<file path="src/pmc_pkg.sv">
package pmc_pkg;

  // ----------------------------------------------------------------
  // mode control fields, bits 14 down to 6 of the register
  // ----------------------------------------------------------------
  typedef struct packed {
    logic loopback;
    logic speedLsb;
    logic anegEnable;
    logic powerDown;
    logic isolate;
    logic anegRestart;
    logic fullDuplex;
    logic collisionTest;
    logic speedMsb;
  } pmc_mode_type;

  // ----------------------------------------------------------------
  // register map and field layout
  // ----------------------------------------------------------------
  localparam logic [4:0] REG_MODE = 5'h00;
  localparam logic [4:0] REG_PAGE = 5'h1f;
  localparam logic [4:0] REG_MAIN_LO = 5'h10;
  localparam int BIT_SWRESET = 15;
  localparam int MODE_HI = 14;
  localparam int MODE_LO = 6;
  localparam logic [5:0] MODE_RSVD = 6'h00;
  localparam pmc_mode_type MODE_RESET = 9'h0c0;
  localparam logic [8:0] RESTART_MASK = 9'h008;
  localparam logic [15:0] PAGE_MAIN = 16'h0000;

  // ----------------------------------------------------------------
  // management frame
  // ----------------------------------------------------------------
  localparam logic [1:0] OP_READ = 2'b10;
  localparam logic [1:0] OP_WRITE = 2'b01;
  localparam logic [3:0] HDR_LAST = 4'hb;
  localparam logic [3:0] DATA_LAST = 4'hf;

  // ----------------------------------------------------------------
  // timing
  // ----------------------------------------------------------------
  localparam int CLK_MHZ = 250;
  localparam int SW_RESET_NS = 1000;
  localparam int SW_RESET_CYC = (SW_RESET_NS * CLK_MHZ + 999) / 1000;

  typedef enum logic [4:0] {
    ST_IDLE = 5'b00001,
    ST_START = 5'b00010,
    ST_HDR = 5'b00100,
    ST_TURN = 5'b01000,
    ST_DATA = 5'b10000
  } pmc_state_type;

endpackage : pmc_pkg

</file>
<file path="src/pmc_sync2.sv">
`timescale 1ns/1ns
module pmc_sync2 #(
  parameter int WIDTH = 1
) (
  // clock and reset
  input wire logic clock,
  input wire logic sys_rst,
  // pins in, synchronised levels out
  input wire logic [WIDTH-1:0] din,
  output logic [WIDTH-1:0] dout
);

  logic [WIDTH-1:0] meta_q;

  if (WIDTH < 1) begin : g_widthCheck
    $error("pmc_sync2: WIDTH must be at least 1");
  end

  always_ff @(posedge clock or posedge sys_rst) begin
    if (sys_rst) begin
      meta_q <= '0;
      dout <= '0;
    end else begin
      meta_q <= din;
      dout <= meta_q;
    end
  end

endmodule : pmc_sync2

</file>
<file path="src/pmc_mode_control.sv">
`timescale 1ns/1ns
// How it works
// - registers 16 to 30 reachable only while page select register holds zero
// - writing one to bit 15 restores defaults, then the bit clears itself
// - bit 14 loops data back at the currently selected speed and duplex
// - speed code is bit 6 then bit 13; 00 is 10 Mbps, 01 100 Mbps
// - writing one to bit 9 restarts autonegotiation; bit clears itself
// - bit 11 puts the device into power-down
// - bit 10 isolates the MAC side, outputs undriven and inputs ignored
// - bit 8 selects full duplex when one, half duplex when zero
// - bit 7 enables the collision test
module pmc_mode_control #(
  parameter logic [4:0] PHY_ADDR = 5'h00,
  parameter int PRE_LEN = 32
) (
  // clock and reset
  input wire logic clock,
  input wire logic sys_rst,
  // management interface pins
  input wire logic mdc,
  input wire logic mdioIn,
  output logic mdioOut,
  output logic mdioOe,
  // mode controls toward the datapath
  output pmc_pkg::pmc_mode_type modeCtrl,
  output logic swResetBusy,
  output logic mainPageSel
);

  // refused at elaboration: the preamble counter is six bits wide
  if (PRE_LEN < 1 || PRE_LEN > 63) begin : g_preLenCheck
    $error("pmc_mode_control: PRE_LEN out of range");
  end

  localparam int RST_WAIT = pmc_pkg::SW_RESET_CYC;
  localparam logic [5:0] PRE_NEED = 6'(PRE_LEN);
  localparam logic [8:0] RST_LAST = 9'(pmc_pkg::SW_RESET_CYC - 1);

  // ----------------------------------------------------------------
  // helpers
  // ----------------------------------------------------------------
  function automatic logic reachable(input logic [4:0] addr, input logic [15:0] page);
    reachable = (addr < pmc_pkg::REG_MAIN_LO) || (addr == pmc_pkg::REG_PAGE) ||
                (page == pmc_pkg::PAGE_MAIN);
  endfunction : reachable

  function automatic logic [15:0] readValue(input logic [4:0] addr,
                                            input pmc_pkg::pmc_mode_type mode,
                                            input logic busy, input logic [15:0] page);
    readValue = 16'h0000;
    if (!reachable(addr, page)) readValue = 16'h0000;
    else if (addr == pmc_pkg::REG_MODE) readValue = {busy, mode, pmc_pkg::MODE_RSVD};
    else if (addr == pmc_pkg::REG_PAGE) readValue = page;
  endfunction : readValue

  // ----------------------------------------------------------------
  // pin synchronisers and clock edge
  // ----------------------------------------------------------------
  logic [1:0] pinSync;
  logic mdcPrev_q;
  logic mdcRise;
  logic mdioBit;

  pmc_sync2 #(.WIDTH(2)) u_sync (
    .clock(clock),
    .sys_rst(sys_rst),
    .din({mdc, mdioIn}),
    .dout(pinSync)
  );

  assign mdcRise = pinSync[1] & ~mdcPrev_q;
  assign mdioBit = pinSync[0];

  always_ff @(posedge clock or posedge sys_rst) begin
    if (sys_rst) begin
      mdcPrev_q <= 1'b0;
    end else begin
      mdcPrev_q <= pinSync[1];
    end
  end

  // ----------------------------------------------------------------
  // management frame engine
  // ----------------------------------------------------------------
  pmc_pkg::pmc_state_type state_q;
  logic [5:0] preCnt_q;
  logic [3:0] bitCnt_q;
  logic [15:0] shift_q;
  logic [15:0] rdShift_q;
  logic isRead_q;
  logic hit_q;
  logic [4:0] regAddr_q;
  logic wrStb_q;
  logic [15:0] wrData_q;
  logic [11:0] header;

  pmc_pkg::pmc_mode_type mode_q;
  logic busy_q;
  logic [8:0] rstCnt_q;
  logic [15:0] page_q;
  logic mainPage_q;

  assign header = {shift_q[10:0], mdioBit};

  // no preamble suppression: every frame needs the full run of ones
  always_ff @(posedge clock or posedge sys_rst) begin
    if (sys_rst) begin
      state_q <= pmc_pkg::ST_IDLE;
      preCnt_q <= 6'h00;
      bitCnt_q <= 4'h0;
      shift_q <= 16'h0000;
      rdShift_q <= 16'h0000;
      isRead_q <= 1'b0;
      hit_q <= 1'b0;
      regAddr_q <= 5'h00;
      wrStb_q <= 1'b0;
      wrData_q <= 16'h0000;
      mdioOut <= 1'b0;
      mdioOe <= 1'b0;
    end else begin
      wrStb_q <= 1'b0;
      if (mdcRise) begin
        case (state_q)
          pmc_pkg::ST_IDLE: begin
            if (mdioBit) begin
              if (preCnt_q < PRE_NEED) preCnt_q <= preCnt_q + 6'h01;
            end else begin
              if (preCnt_q >= PRE_NEED) state_q <= pmc_pkg::ST_START;
              preCnt_q <= 6'h00;
            end
          end
          pmc_pkg::ST_START: begin
            bitCnt_q <= 4'h0;
            state_q <= mdioBit ? pmc_pkg::ST_HDR : pmc_pkg::ST_IDLE;
          end
          pmc_pkg::ST_HDR: begin
            shift_q <= {shift_q[14:0], mdioBit};
            bitCnt_q <= bitCnt_q + 4'h1;
            if (bitCnt_q == pmc_pkg::HDR_LAST) begin
              state_q <= pmc_pkg::ST_TURN;
              bitCnt_q <= 4'h0;
              isRead_q <= header[11:10] == pmc_pkg::OP_READ;
              hit_q <= (header[9:5] == PHY_ADDR) &&
                       (header[11:10] == pmc_pkg::OP_READ || header[11:10] == pmc_pkg::OP_WRITE);
              regAddr_q <= header[4:0];
              rdShift_q <= readValue(header[4:0], mode_q, busy_q, page_q);
            end
          end
          pmc_pkg::ST_TURN: begin
            bitCnt_q <= bitCnt_q + 4'h1;
            if (bitCnt_q == 4'h0) begin
              mdioOe <= hit_q & isRead_q;
              mdioOut <= 1'b0;
            end else begin
              state_q <= pmc_pkg::ST_DATA;
              bitCnt_q <= 4'h0;
              mdioOut <= rdShift_q[15];
              rdShift_q <= {rdShift_q[14:0], 1'b0};
            end
          end
          pmc_pkg::ST_DATA: begin
            bitCnt_q <= bitCnt_q + 4'h1;
            shift_q <= {shift_q[14:0], mdioBit};
            mdioOut <= rdShift_q[15];
            rdShift_q <= {rdShift_q[14:0], 1'b0};
            if (bitCnt_q == pmc_pkg::DATA_LAST) begin
              state_q <= pmc_pkg::ST_IDLE;
              mdioOe <= 1'b0;
              mdioOut <= 1'b0;
              wrStb_q <= hit_q & ~isRead_q & reachable(regAddr_q, page_q);
              wrData_q <= {shift_q[14:0], mdioBit};
            end
          end
          default: begin
            state_q <= pmc_pkg::ST_IDLE;
          end
        endcase
      end
    end
  end

  // ----------------------------------------------------------------
  // mode control and page select registers
  // ----------------------------------------------------------------
  always_ff @(posedge clock or posedge sys_rst) begin
    if (sys_rst) begin
      mode_q <= pmc_pkg::MODE_RESET;
      busy_q <= 1'b0;
      rstCnt_q <= 9'h000;
      page_q <= pmc_pkg::PAGE_MAIN;
      mainPage_q <= 1'b1;
    end else begin
      mode_q.anegRestart <= 1'b0;
      if (busy_q) begin
        // writes during the reset window are dropped; reads still see bit 15 set
        rstCnt_q <= rstCnt_q + 9'h001;
        if (rstCnt_q == RST_LAST) begin
          busy_q <= 1'b0;
          rstCnt_q <= 9'h000;
          mode_q <= pmc_pkg::MODE_RESET;
          page_q <= pmc_pkg::PAGE_MAIN;
          mainPage_q <= 1'b1;
        end
      end else if (wrStb_q && regAddr_q == pmc_pkg::REG_MODE) begin
        if (wrData_q[pmc_pkg::BIT_SWRESET]) begin
          busy_q <= 1'b1;
          rstCnt_q <= 9'h000;
        end else begin
          mode_q <= wrData_q[pmc_pkg::MODE_HI:pmc_pkg::MODE_LO];
        end
      end else if (wrStb_q && regAddr_q == pmc_pkg::REG_PAGE) begin
        page_q <= wrData_q;
        mainPage_q <= wrData_q == pmc_pkg::PAGE_MAIN;
      end
    end
  end

  assign modeCtrl = mode_q;
  assign swResetBusy = busy_q;
  assign mainPageSel = mainPage_q;
endmodule : pmc_mode_control

</file>
<file path="config.mk">
export PLATFORM = sky130hd
export DESIGN_NAME = pmc_mode_control
export DESIGN_NICKNAME = d
export VERILOG_FILES = /design/src/pmc_pkg.sv /design/src/pmc_sync2.sv /design/src/pmc_mode_control.sv
export SDC_FILE = /design/constraint.sdc
export NUM_CORES = 1
export LEC_CHECK = 0
export BUFFER_PORTS_ARGS = -buffer_cell sky130_fd_sc_hd__buf_2
export CORE_UTILIZATION = 43
export CTS_CLUSTER_SIZE = 25
export DETAILED_ROUTE_END_ITERATION = 10
export PLACE_DENSITY = 0.65
export SYNTH_ARGS = -nofsm -noshare
export SYNTH_HDL_FRONTEND = slang
export SYNTH_SLANG_ARGS = --single-unit
</file>
<file path="constraint.sdc">
create_clock -name clock -period 3.6 [get_ports clock]
set_input_delay 0.36 -clock clock [delete_from_list [all_inputs] [get_ports clock]]
set_output_delay 0.36 -clock clock [all_outputs]
set_load 0.01 [all_outputs]
</file>
### Word-level counts from Yosys, hierarchy flattened

Index checks and enable logic that the tools add are counted.

| storage, ports and cells | value |
|---|---|
| logic and storage cells | 143 |
| output and inout port bits | 13 |
| register bits | 113 |
| input bits | 4 |

| cells by class | value |
|---|---|
| bitwise gates (word level) | 6 |
| mux-type cells | 47 |
| $lt $le $gt $ge | 4 |
| eq/ne operators | 22 |
| add/sub/neg operators | 3 |
| reduce and logical (&&, ||, !) cells | 33 |

Operators by type and width:

| operator | count |
|---|---|
| 2-to-1 mux 16 bit | 9 |
| 2-to-1 mux 9 bit | 8 |
| case mux 16 bit (3 select lines) | 1 |
| logical NOT 16 bit | 2 |
| 2-to-1 mux 5 bit | 5 |
| case mux 5 bit (5 select lines) | 1 |
| != test 2 bit (second input constant) | 8 |
| case mux 4 bit (4 select lines) | 1 |
| == test 5 bit (second input constant) | 3 |
| logical NOT 5 bit | 3 |
| 2-to-1 mux 1 bit | 15 |
| AND reduction 3 bit | 5 |
| 2-to-1 mux 6 bit | 2 |
| less-than comparator 5 bit (second input constant) | 2 |
| adder 9 x 1 -> 9 bit (second input constant) | 1 |
| == test 9 x 8 -> 1 bit (second input constant) | 1 |
| == test 4 bit (second input constant) | 2 |
| 2-to-1 mux 4 bit | 2 |
| AND reduction 2 bit | 4 |
| AND reduction 4 bit | 2 |
| nonzero test 2 bit | 4 |
| adder 6 x 1 -> 6 bit (second input constant) | 1 |
| >= comparator 6 bit (second input constant) | 1 |
| less-than comparator 6 bit (second input constant) | 1 |
| 19 further kinds | 31 |

### Longest topological paths before layout

| depth | value |
|---|---|
| depth in word-level cells | 7 |
| depth in mapped cells | 8 |
| mapped depth without buffers | 6 |

### Cells and area by module

A second synthesis with hierarchy kept.

| second synthesis, totals | value |
|---|---|
| cell total of the unflattened synthesis | 450 |
| area total of the unflattened synthesis | 5198.7 um^2 |

By module, submodules not included:

| module | cells each | instances | seq. area each (um^2) | area each (um^2) |
|---|---|---|---|---|
| pmc_mode_control | 445 | 1 | 2732.6 | 5094.9 |
| pmc_sync2 | 5 | 1 | 100.1 | 103.8 |

### Worst setup path before layout

Ideal clock, no wire load.

| timing | value |
|---|---|
| path type | flip-flop to flip-flop |
| start | reg state_q[0] |
| end | reg rdShift_q[15] |
| stages on the path, launching flop included | 9 |
| data required time | 3.475 ns |
| library setup time | 0.125 ns |
| data arrival time | 1.785 ns |
| path buffers | 4 |
| path slack | 1.690 ns |
| clock period less this slack | 1.910 ns |
| cells stage by stage | dfstp_2 -> buf_6 -> nor3_1 -> and2_1 -> buf_2 -> o211a_1 -> buf_6 -> buf_6 -> mux2_4 |

| on the way | value |
|---|---|
| word-level cells in the longest chain between the ends | 3 |
| elaborated cells on any way between the ends | 8 |
| those cells by class | 5 x eq/ne; 1 x mux; 2 x reduce/logical |

Ends and longest elaborated chain:

| what | line | text |
|---|---|---|
| from (decl) | pmc_mode_control.sv:85 | `pmc_pkg::pmc_state_type state_q;` |
| from (signal assigned) | pmc_mode_control.sv:108 | `state_q <= pmc_pkg::ST_IDLE;` |
| from (signal assigned) | pmc_mode_control.sv:128 | `if (preCnt_q >= PRE_NEED) state_q <= pmc_pkg::ST_START;` |
| from (signal assigned) | pmc_mode_control.sv:134 | `state_q <= mdioBit ? pmc_pkg::ST_HDR : pmc_pkg::ST_IDLE;` |
| == test 5 x 4 -> 1 bit, or another cell as far along | pmc_mode_control.sv:123 | `case (state_q)` |
| != test 2 bit (no source line) / nonzero test 3 bit (equally long branches) | -- |  |
| AND reduction 4 bit (no source line) | -- |  |
| to (signal assigned) | pmc_mode_control.sv:146 | `rdShift_q <= readValue(header[4:0], mode_q, busy_q, page_q);` |
| to (signal assigned) | pmc_mode_control.sv:158 | `rdShift_q <= {rdShift_q[14:0], 1'b0};` |
| to (signal assigned) | pmc_mode_control.sv:165 | `rdShift_q <= {rdShift_q[14:0], 1'b0};` |
| to (decl) | pmc_mode_control.sv:89 | `logic [15:0] rdShift_q;` |

Several ways; a longest one is shown, not always the timed one.
A chain may end at the register's enable or synchronous reset.

### Final worst setup path

| timing | value |
|---|---|
| start | reg busy_q (netlist: swResetBusy) |
| end | reg rstCnt_q[8] |

| on the way | value |
|---|---|
| word-level cells in the longest chain between the ends | 2 |
| elaborated cells on any way between the ends | 4 |
| those cells by class | 1 x mux; 3 x reduce/logical |

Ends and longest elaborated chain:

| what | line | text |
|---|---|---|
| from (decl) | pmc_mode_control.sv:98 | `logic busy_q;` |
| from (signal assigned) | pmc_mode_control.sv:188 | `busy_q <= 1'b0;` |
| from (signal assigned) | pmc_mode_control.sv:198 | `busy_q <= 1'b0;` |
| from (signal assigned) | pmc_mode_control.sv:206 | `busy_q <= 1'b1;` |
| nonzero test 2 bit (no source line) | -- |  |
| AND reduction 2 bit (no source line) | -- |  |
| to (signal assigned) | pmc_mode_control.sv:196 | `rstCnt_q <= rstCnt_q + 9'h001;` |
| to (decl) | pmc_mode_control.sv:99 | `logic [8:0] rstCnt_q;` |

Several ways; a longest one is shown, not always the timed one.

==> run summary <==
Clk_lat worst skew -> 0.42 ns
Horizontal die dimension -> 115 um
Startpoint of the most critical setup path -> swResetBusy$_DFF_PP0_
Final Max Tran Viols -> 0
Iteration-0 DRC Markers -> 262
Initial Util -> 0.440
Clock input transition at the sequential cells of the worst setup and hold paths -> 0.05 ns
Diode insertion count for antenna repair -> 0
Top cells by area, synth -> sky130_fd_sc_hd__dfrtp_1, sky130_fd_sc_hd__mux2_2, sky130_fd_sc_hd__mux2_4
Maximum VDD drop -> 0.373 mV
CP max-delay cell -> sky130_fd_sc_hd__a31oi_1
H-tree levels -> 4
Cell-internal power -> 2.40 mW
Total CTS buffers -> 17
Count of port buffers added during placement -> 16
TritonCTS clock tree -> yes
Cell Chain, Critical Path -> inv_1 > a31oi_1 > o21ai_0 > a31oi_1
Max Freq -> 397 MHz
Worst Setup EP -> rstCnt_q[8]$_DFFE_PP0P_
Ratio of cells with drive above 1 in the final layout -> 0.236
Number of enable flip-flop cells after synthesis -> 0
Worst Clk Skew -> 0.00881 ns
Leading cell type by number of instances after synthesis -> sky130_fd_sc_hd__dfrtp_1
CP Capture Type -> register
Delay-heaviest family, CP -> compound AO/OA/AOI/OAI gates
Type of the worst min-delay path -> input pin to async pin
Synth top area share -> 0.494
Reported max-cap violation count -> 0
Number of gates on the worst path with buffers counted -> 4
Area of the core -> 0.0126 sq mm
Leading register cell type out of synthesis -> sky130_fd_sc_hd__dfrtp_1
Max Root-Sink Buffers -> 2
Unrepaired setup endpoints after global routing -> no
Buffers plus inverters on the worst setup path -> 1
Fraction of synthesis flops using an asynchronous set or reset pin -> 1.00
Period utilization -> 0.700
Number of failing hold endpoints at the final stage -> 0
Via density per instance -> 5.66
GR Util All Layers -> 0.199
Worst reg2reg path endpoint -> rstCnt_q[8]$_DFFE_PP0P_
Reg-to-reg startpoint -> swResetBusy$_DFF_PP0_
Nets in the synthesized netlist -> 478
Remaining global-route overflow -> 0
# rows -> 41
Crit path launch type -> register
Antenna violations before repair -> 0
Outcome -> finished clean
Post-route DRC violation count -> 0
Last weighted congestion value of the routability-driven placer -> 0.865
Post-DP HPWL -> 8250 um
Number of global-route vias before repair -> 3855
Global-route wire length before repair -> 19800 um
Worst max-slew margin expressed relative to the limit -> 0.299
R2R Setup Slk -> 1.08 ns
Number of instances in the synthesized netlist -> 467
Power density of the placed cells -> 517 mW/mm^2
Fraction of power consumed by combinational cells -> 0.109
Number of synthesized register bits -> 113
Max Fanout on Critical Path -> 16
Switching component of the power -> 828 uW
Fraction of power consumed by the clock network -> 0.455
Crit path kind -> register to register
Vias after detailed routing -> 3778
Global routing usage on met1 -> 0.256
Leakage power total -> 2.87 nW
Data required time at the worst endpoint -> 3.93 ns
Pin count of the biggest net entering global routing -> 59
Switching share of total power -> 0.257
CP max stage delay -> 0.87 ns
# IOs -> 17
Synthesized cell area -> 0.00553 sq mm
Busiest metal layer after global routing -> met2
Met2 demand-to-capacity share in global routing -> 0.319
Setup TNS -> 0 ns
Hold buffer count at CTS -> 0
Detail-routed net length per standard cell -> 17.8 um
Register-to-Register Path Depth -> 4
Cells resized by post-CTS repair -> 0
First-pass detailed-route iteration total -> 4
Average size of a mapped cell -> 11.8 sq um
Final design utilization -> 0.496
Commonest cells in the netlist -> sky130_fd_sc_hd__dfrtp_1, sky130_fd_sc_hd__mux2_2, sky130_fd_sc_hd__nand2_1, sky130_fd_sc_hd__inv_1, sky130_fd_sc_hd__mux2_4
Largest area contributor in the synthesized netlist -> sky130_fd_sc_hd__dfrtp_1
Most Frequent Cell on Critical Path -> sky130_fd_sc_hd__a31oi_1
Post CTS Setup Buffer Count -> 0
Number of distinct standard cells referenced by the synthesized netlist -> 58
Die height -> 115 um
Total Routed Length -> 11900 um
DIE AREA -> 0.0133 sq mm
CTS Root Buffer Type -> sky130_fd_sc_hd__clkbuf_16
Final setup vio count -> 0
Synth warn -> 0
Number of sinks on the clock net -> 113
Critical Path AT -> 2.86 ns
Number of nets in the layout -> 494
Seq pwr share -> 0.435
Global-route track usage on met3 -> 0.0564
Sequential element share of the synthesized area -> 0.513
Transition time at the pin with the least slew margin -> 1.05 ns
Antenna violation net count after detailed routing -> 0
Min Tclk post-route -> 2.52 ns
Area Overhead vs Synth -> 12.8%
## layout make-up
class | count | area [sq um]
sequential | 113 | 2830
clock inverter | 1 | 5.00
multi-input combinational | 301 | 2440
clock buffer | 31 | 508
fill | 1123 | 6330
tap | 172 | 215
inverter | 28 | 108
timing repair buffer | 22 | 125
## worst min path at each step
stage	endpoint	slack, ns	cells past startpoint
after detailed placement	u_sync.dout[1]$_DFF_PP0_	0.34	0
after global routing	u_sync.meta_q[0]$_DFF_PP0_	0.03	1
after floorplan	u_sync.dout[0]$_DFF_PP0_	0.33	0
after CTS	u_sync.meta_q[0]$_DFF_PP0_	0.04	1
after global placement	u_sync.dout[1]$_DFF_PP0_	0.34	0
final	rdShift_q[6]$_DFFE_PP0P_	0.04	2
## through the flow
stage / area [sq um] / power (mW) / std cells / hold slack (ns) / setup slack (ns)
floorplan: 5530 / 1.71 / 467 / 0.331 / 0.259
detailed placement: 5720 / 1.78 / 636 / 0.338 / 1.15
CTS: 6230 / 3.25 / 668 / 0.0369 / 1.14
finish: 6230 / 3.22 / 668 / 0.0401 / 1.08
global placement: 5720 / 1.76 / 636 / 0.337 / 1.21
global route: 6230 / 3.37 / 668 / 0.0334 / 0.910
## worst register-to-register path, delay by kind of cell (launching register included)
family / cells / cell delay, ns
buf+inv: 1 / 0.41
compound gates: 3 / 1.37
flops: 1 / 0.66
## cell usage in the layout (no fill, tap or decap), drive strengths merged, types with 8 or more instances in the layout
cell type / synthesis / final
buf: 11 / 22
o21ai: 12 / 12
a22o: 14 / 14
dfrtp: 109 / 109
a21oi: 8 / 8
mux2: 64 / 64
inv: 28 / 28
clkbuf: 14 / 31
nor4b: 11 / 11
nand2: 32 / 32
nor3: 15 / 15
nand3: 9 / 9
nor4: 12 / 12
mux2i: 15 / 15
o31a: 11 / 11
nand3b: 10 / 10
nor2b: 8 / 8
## power by group through the flow
| stage | clock (mW) | sequential (mW) | combinational (mW) |
|---|---|---|---|
| after floorplan | 0 | 1.37 | 0.336 |
| after global placement | 0 | 1.42 | 0.346 |
| after detailed placement | 0 | 1.42 | 0.353 |
| after CTS | 1.49 | 1.40 | 0.355 |
| after global routing | 1.57 | 1.41 | 0.397 |
| final | 1.47 | 1.40 | 0.352 |
## routing by layer
layer / up-vias / wire length [um]
met3: 18 / 568
met4: 0 / 174
li1: 1745 / -
met2: 110 / 5750
met1: 1905 / 5420
met5: - / 0
## cells by family (layout without fill, tap and decap cells)
group,count (synthesis),after routing,synth area share
fa+ha+maj,7,7,0.0158
simple gates,137,137,0.148
compound gates,74,74,0.100
mux,79,79,0.170
xor+xnor,4,4,0.00634
buf+inv,53,82,0.0473
flops,113,113,0.513
## registers in the layout (all words and copies together), names as in the netlist
register	flops
hit_q	1
swResetBusy	1
shift_q	15
u_sync.dout	2
mdioOe	1
regAddr_q	5
mdcPrev_q	1
bitCnt_q	4
wrStb_q	1
wrData_q	16
isRead_q	1
state_q	5
mdioOut	1
preCnt_q	6
mainPageSel	1
page_q	16
rstCnt_q	9
rdShift_q	16
u_sync.meta_q	2
modeCtrl	9
Note: power is estimated with default switching activity, not from simulation.
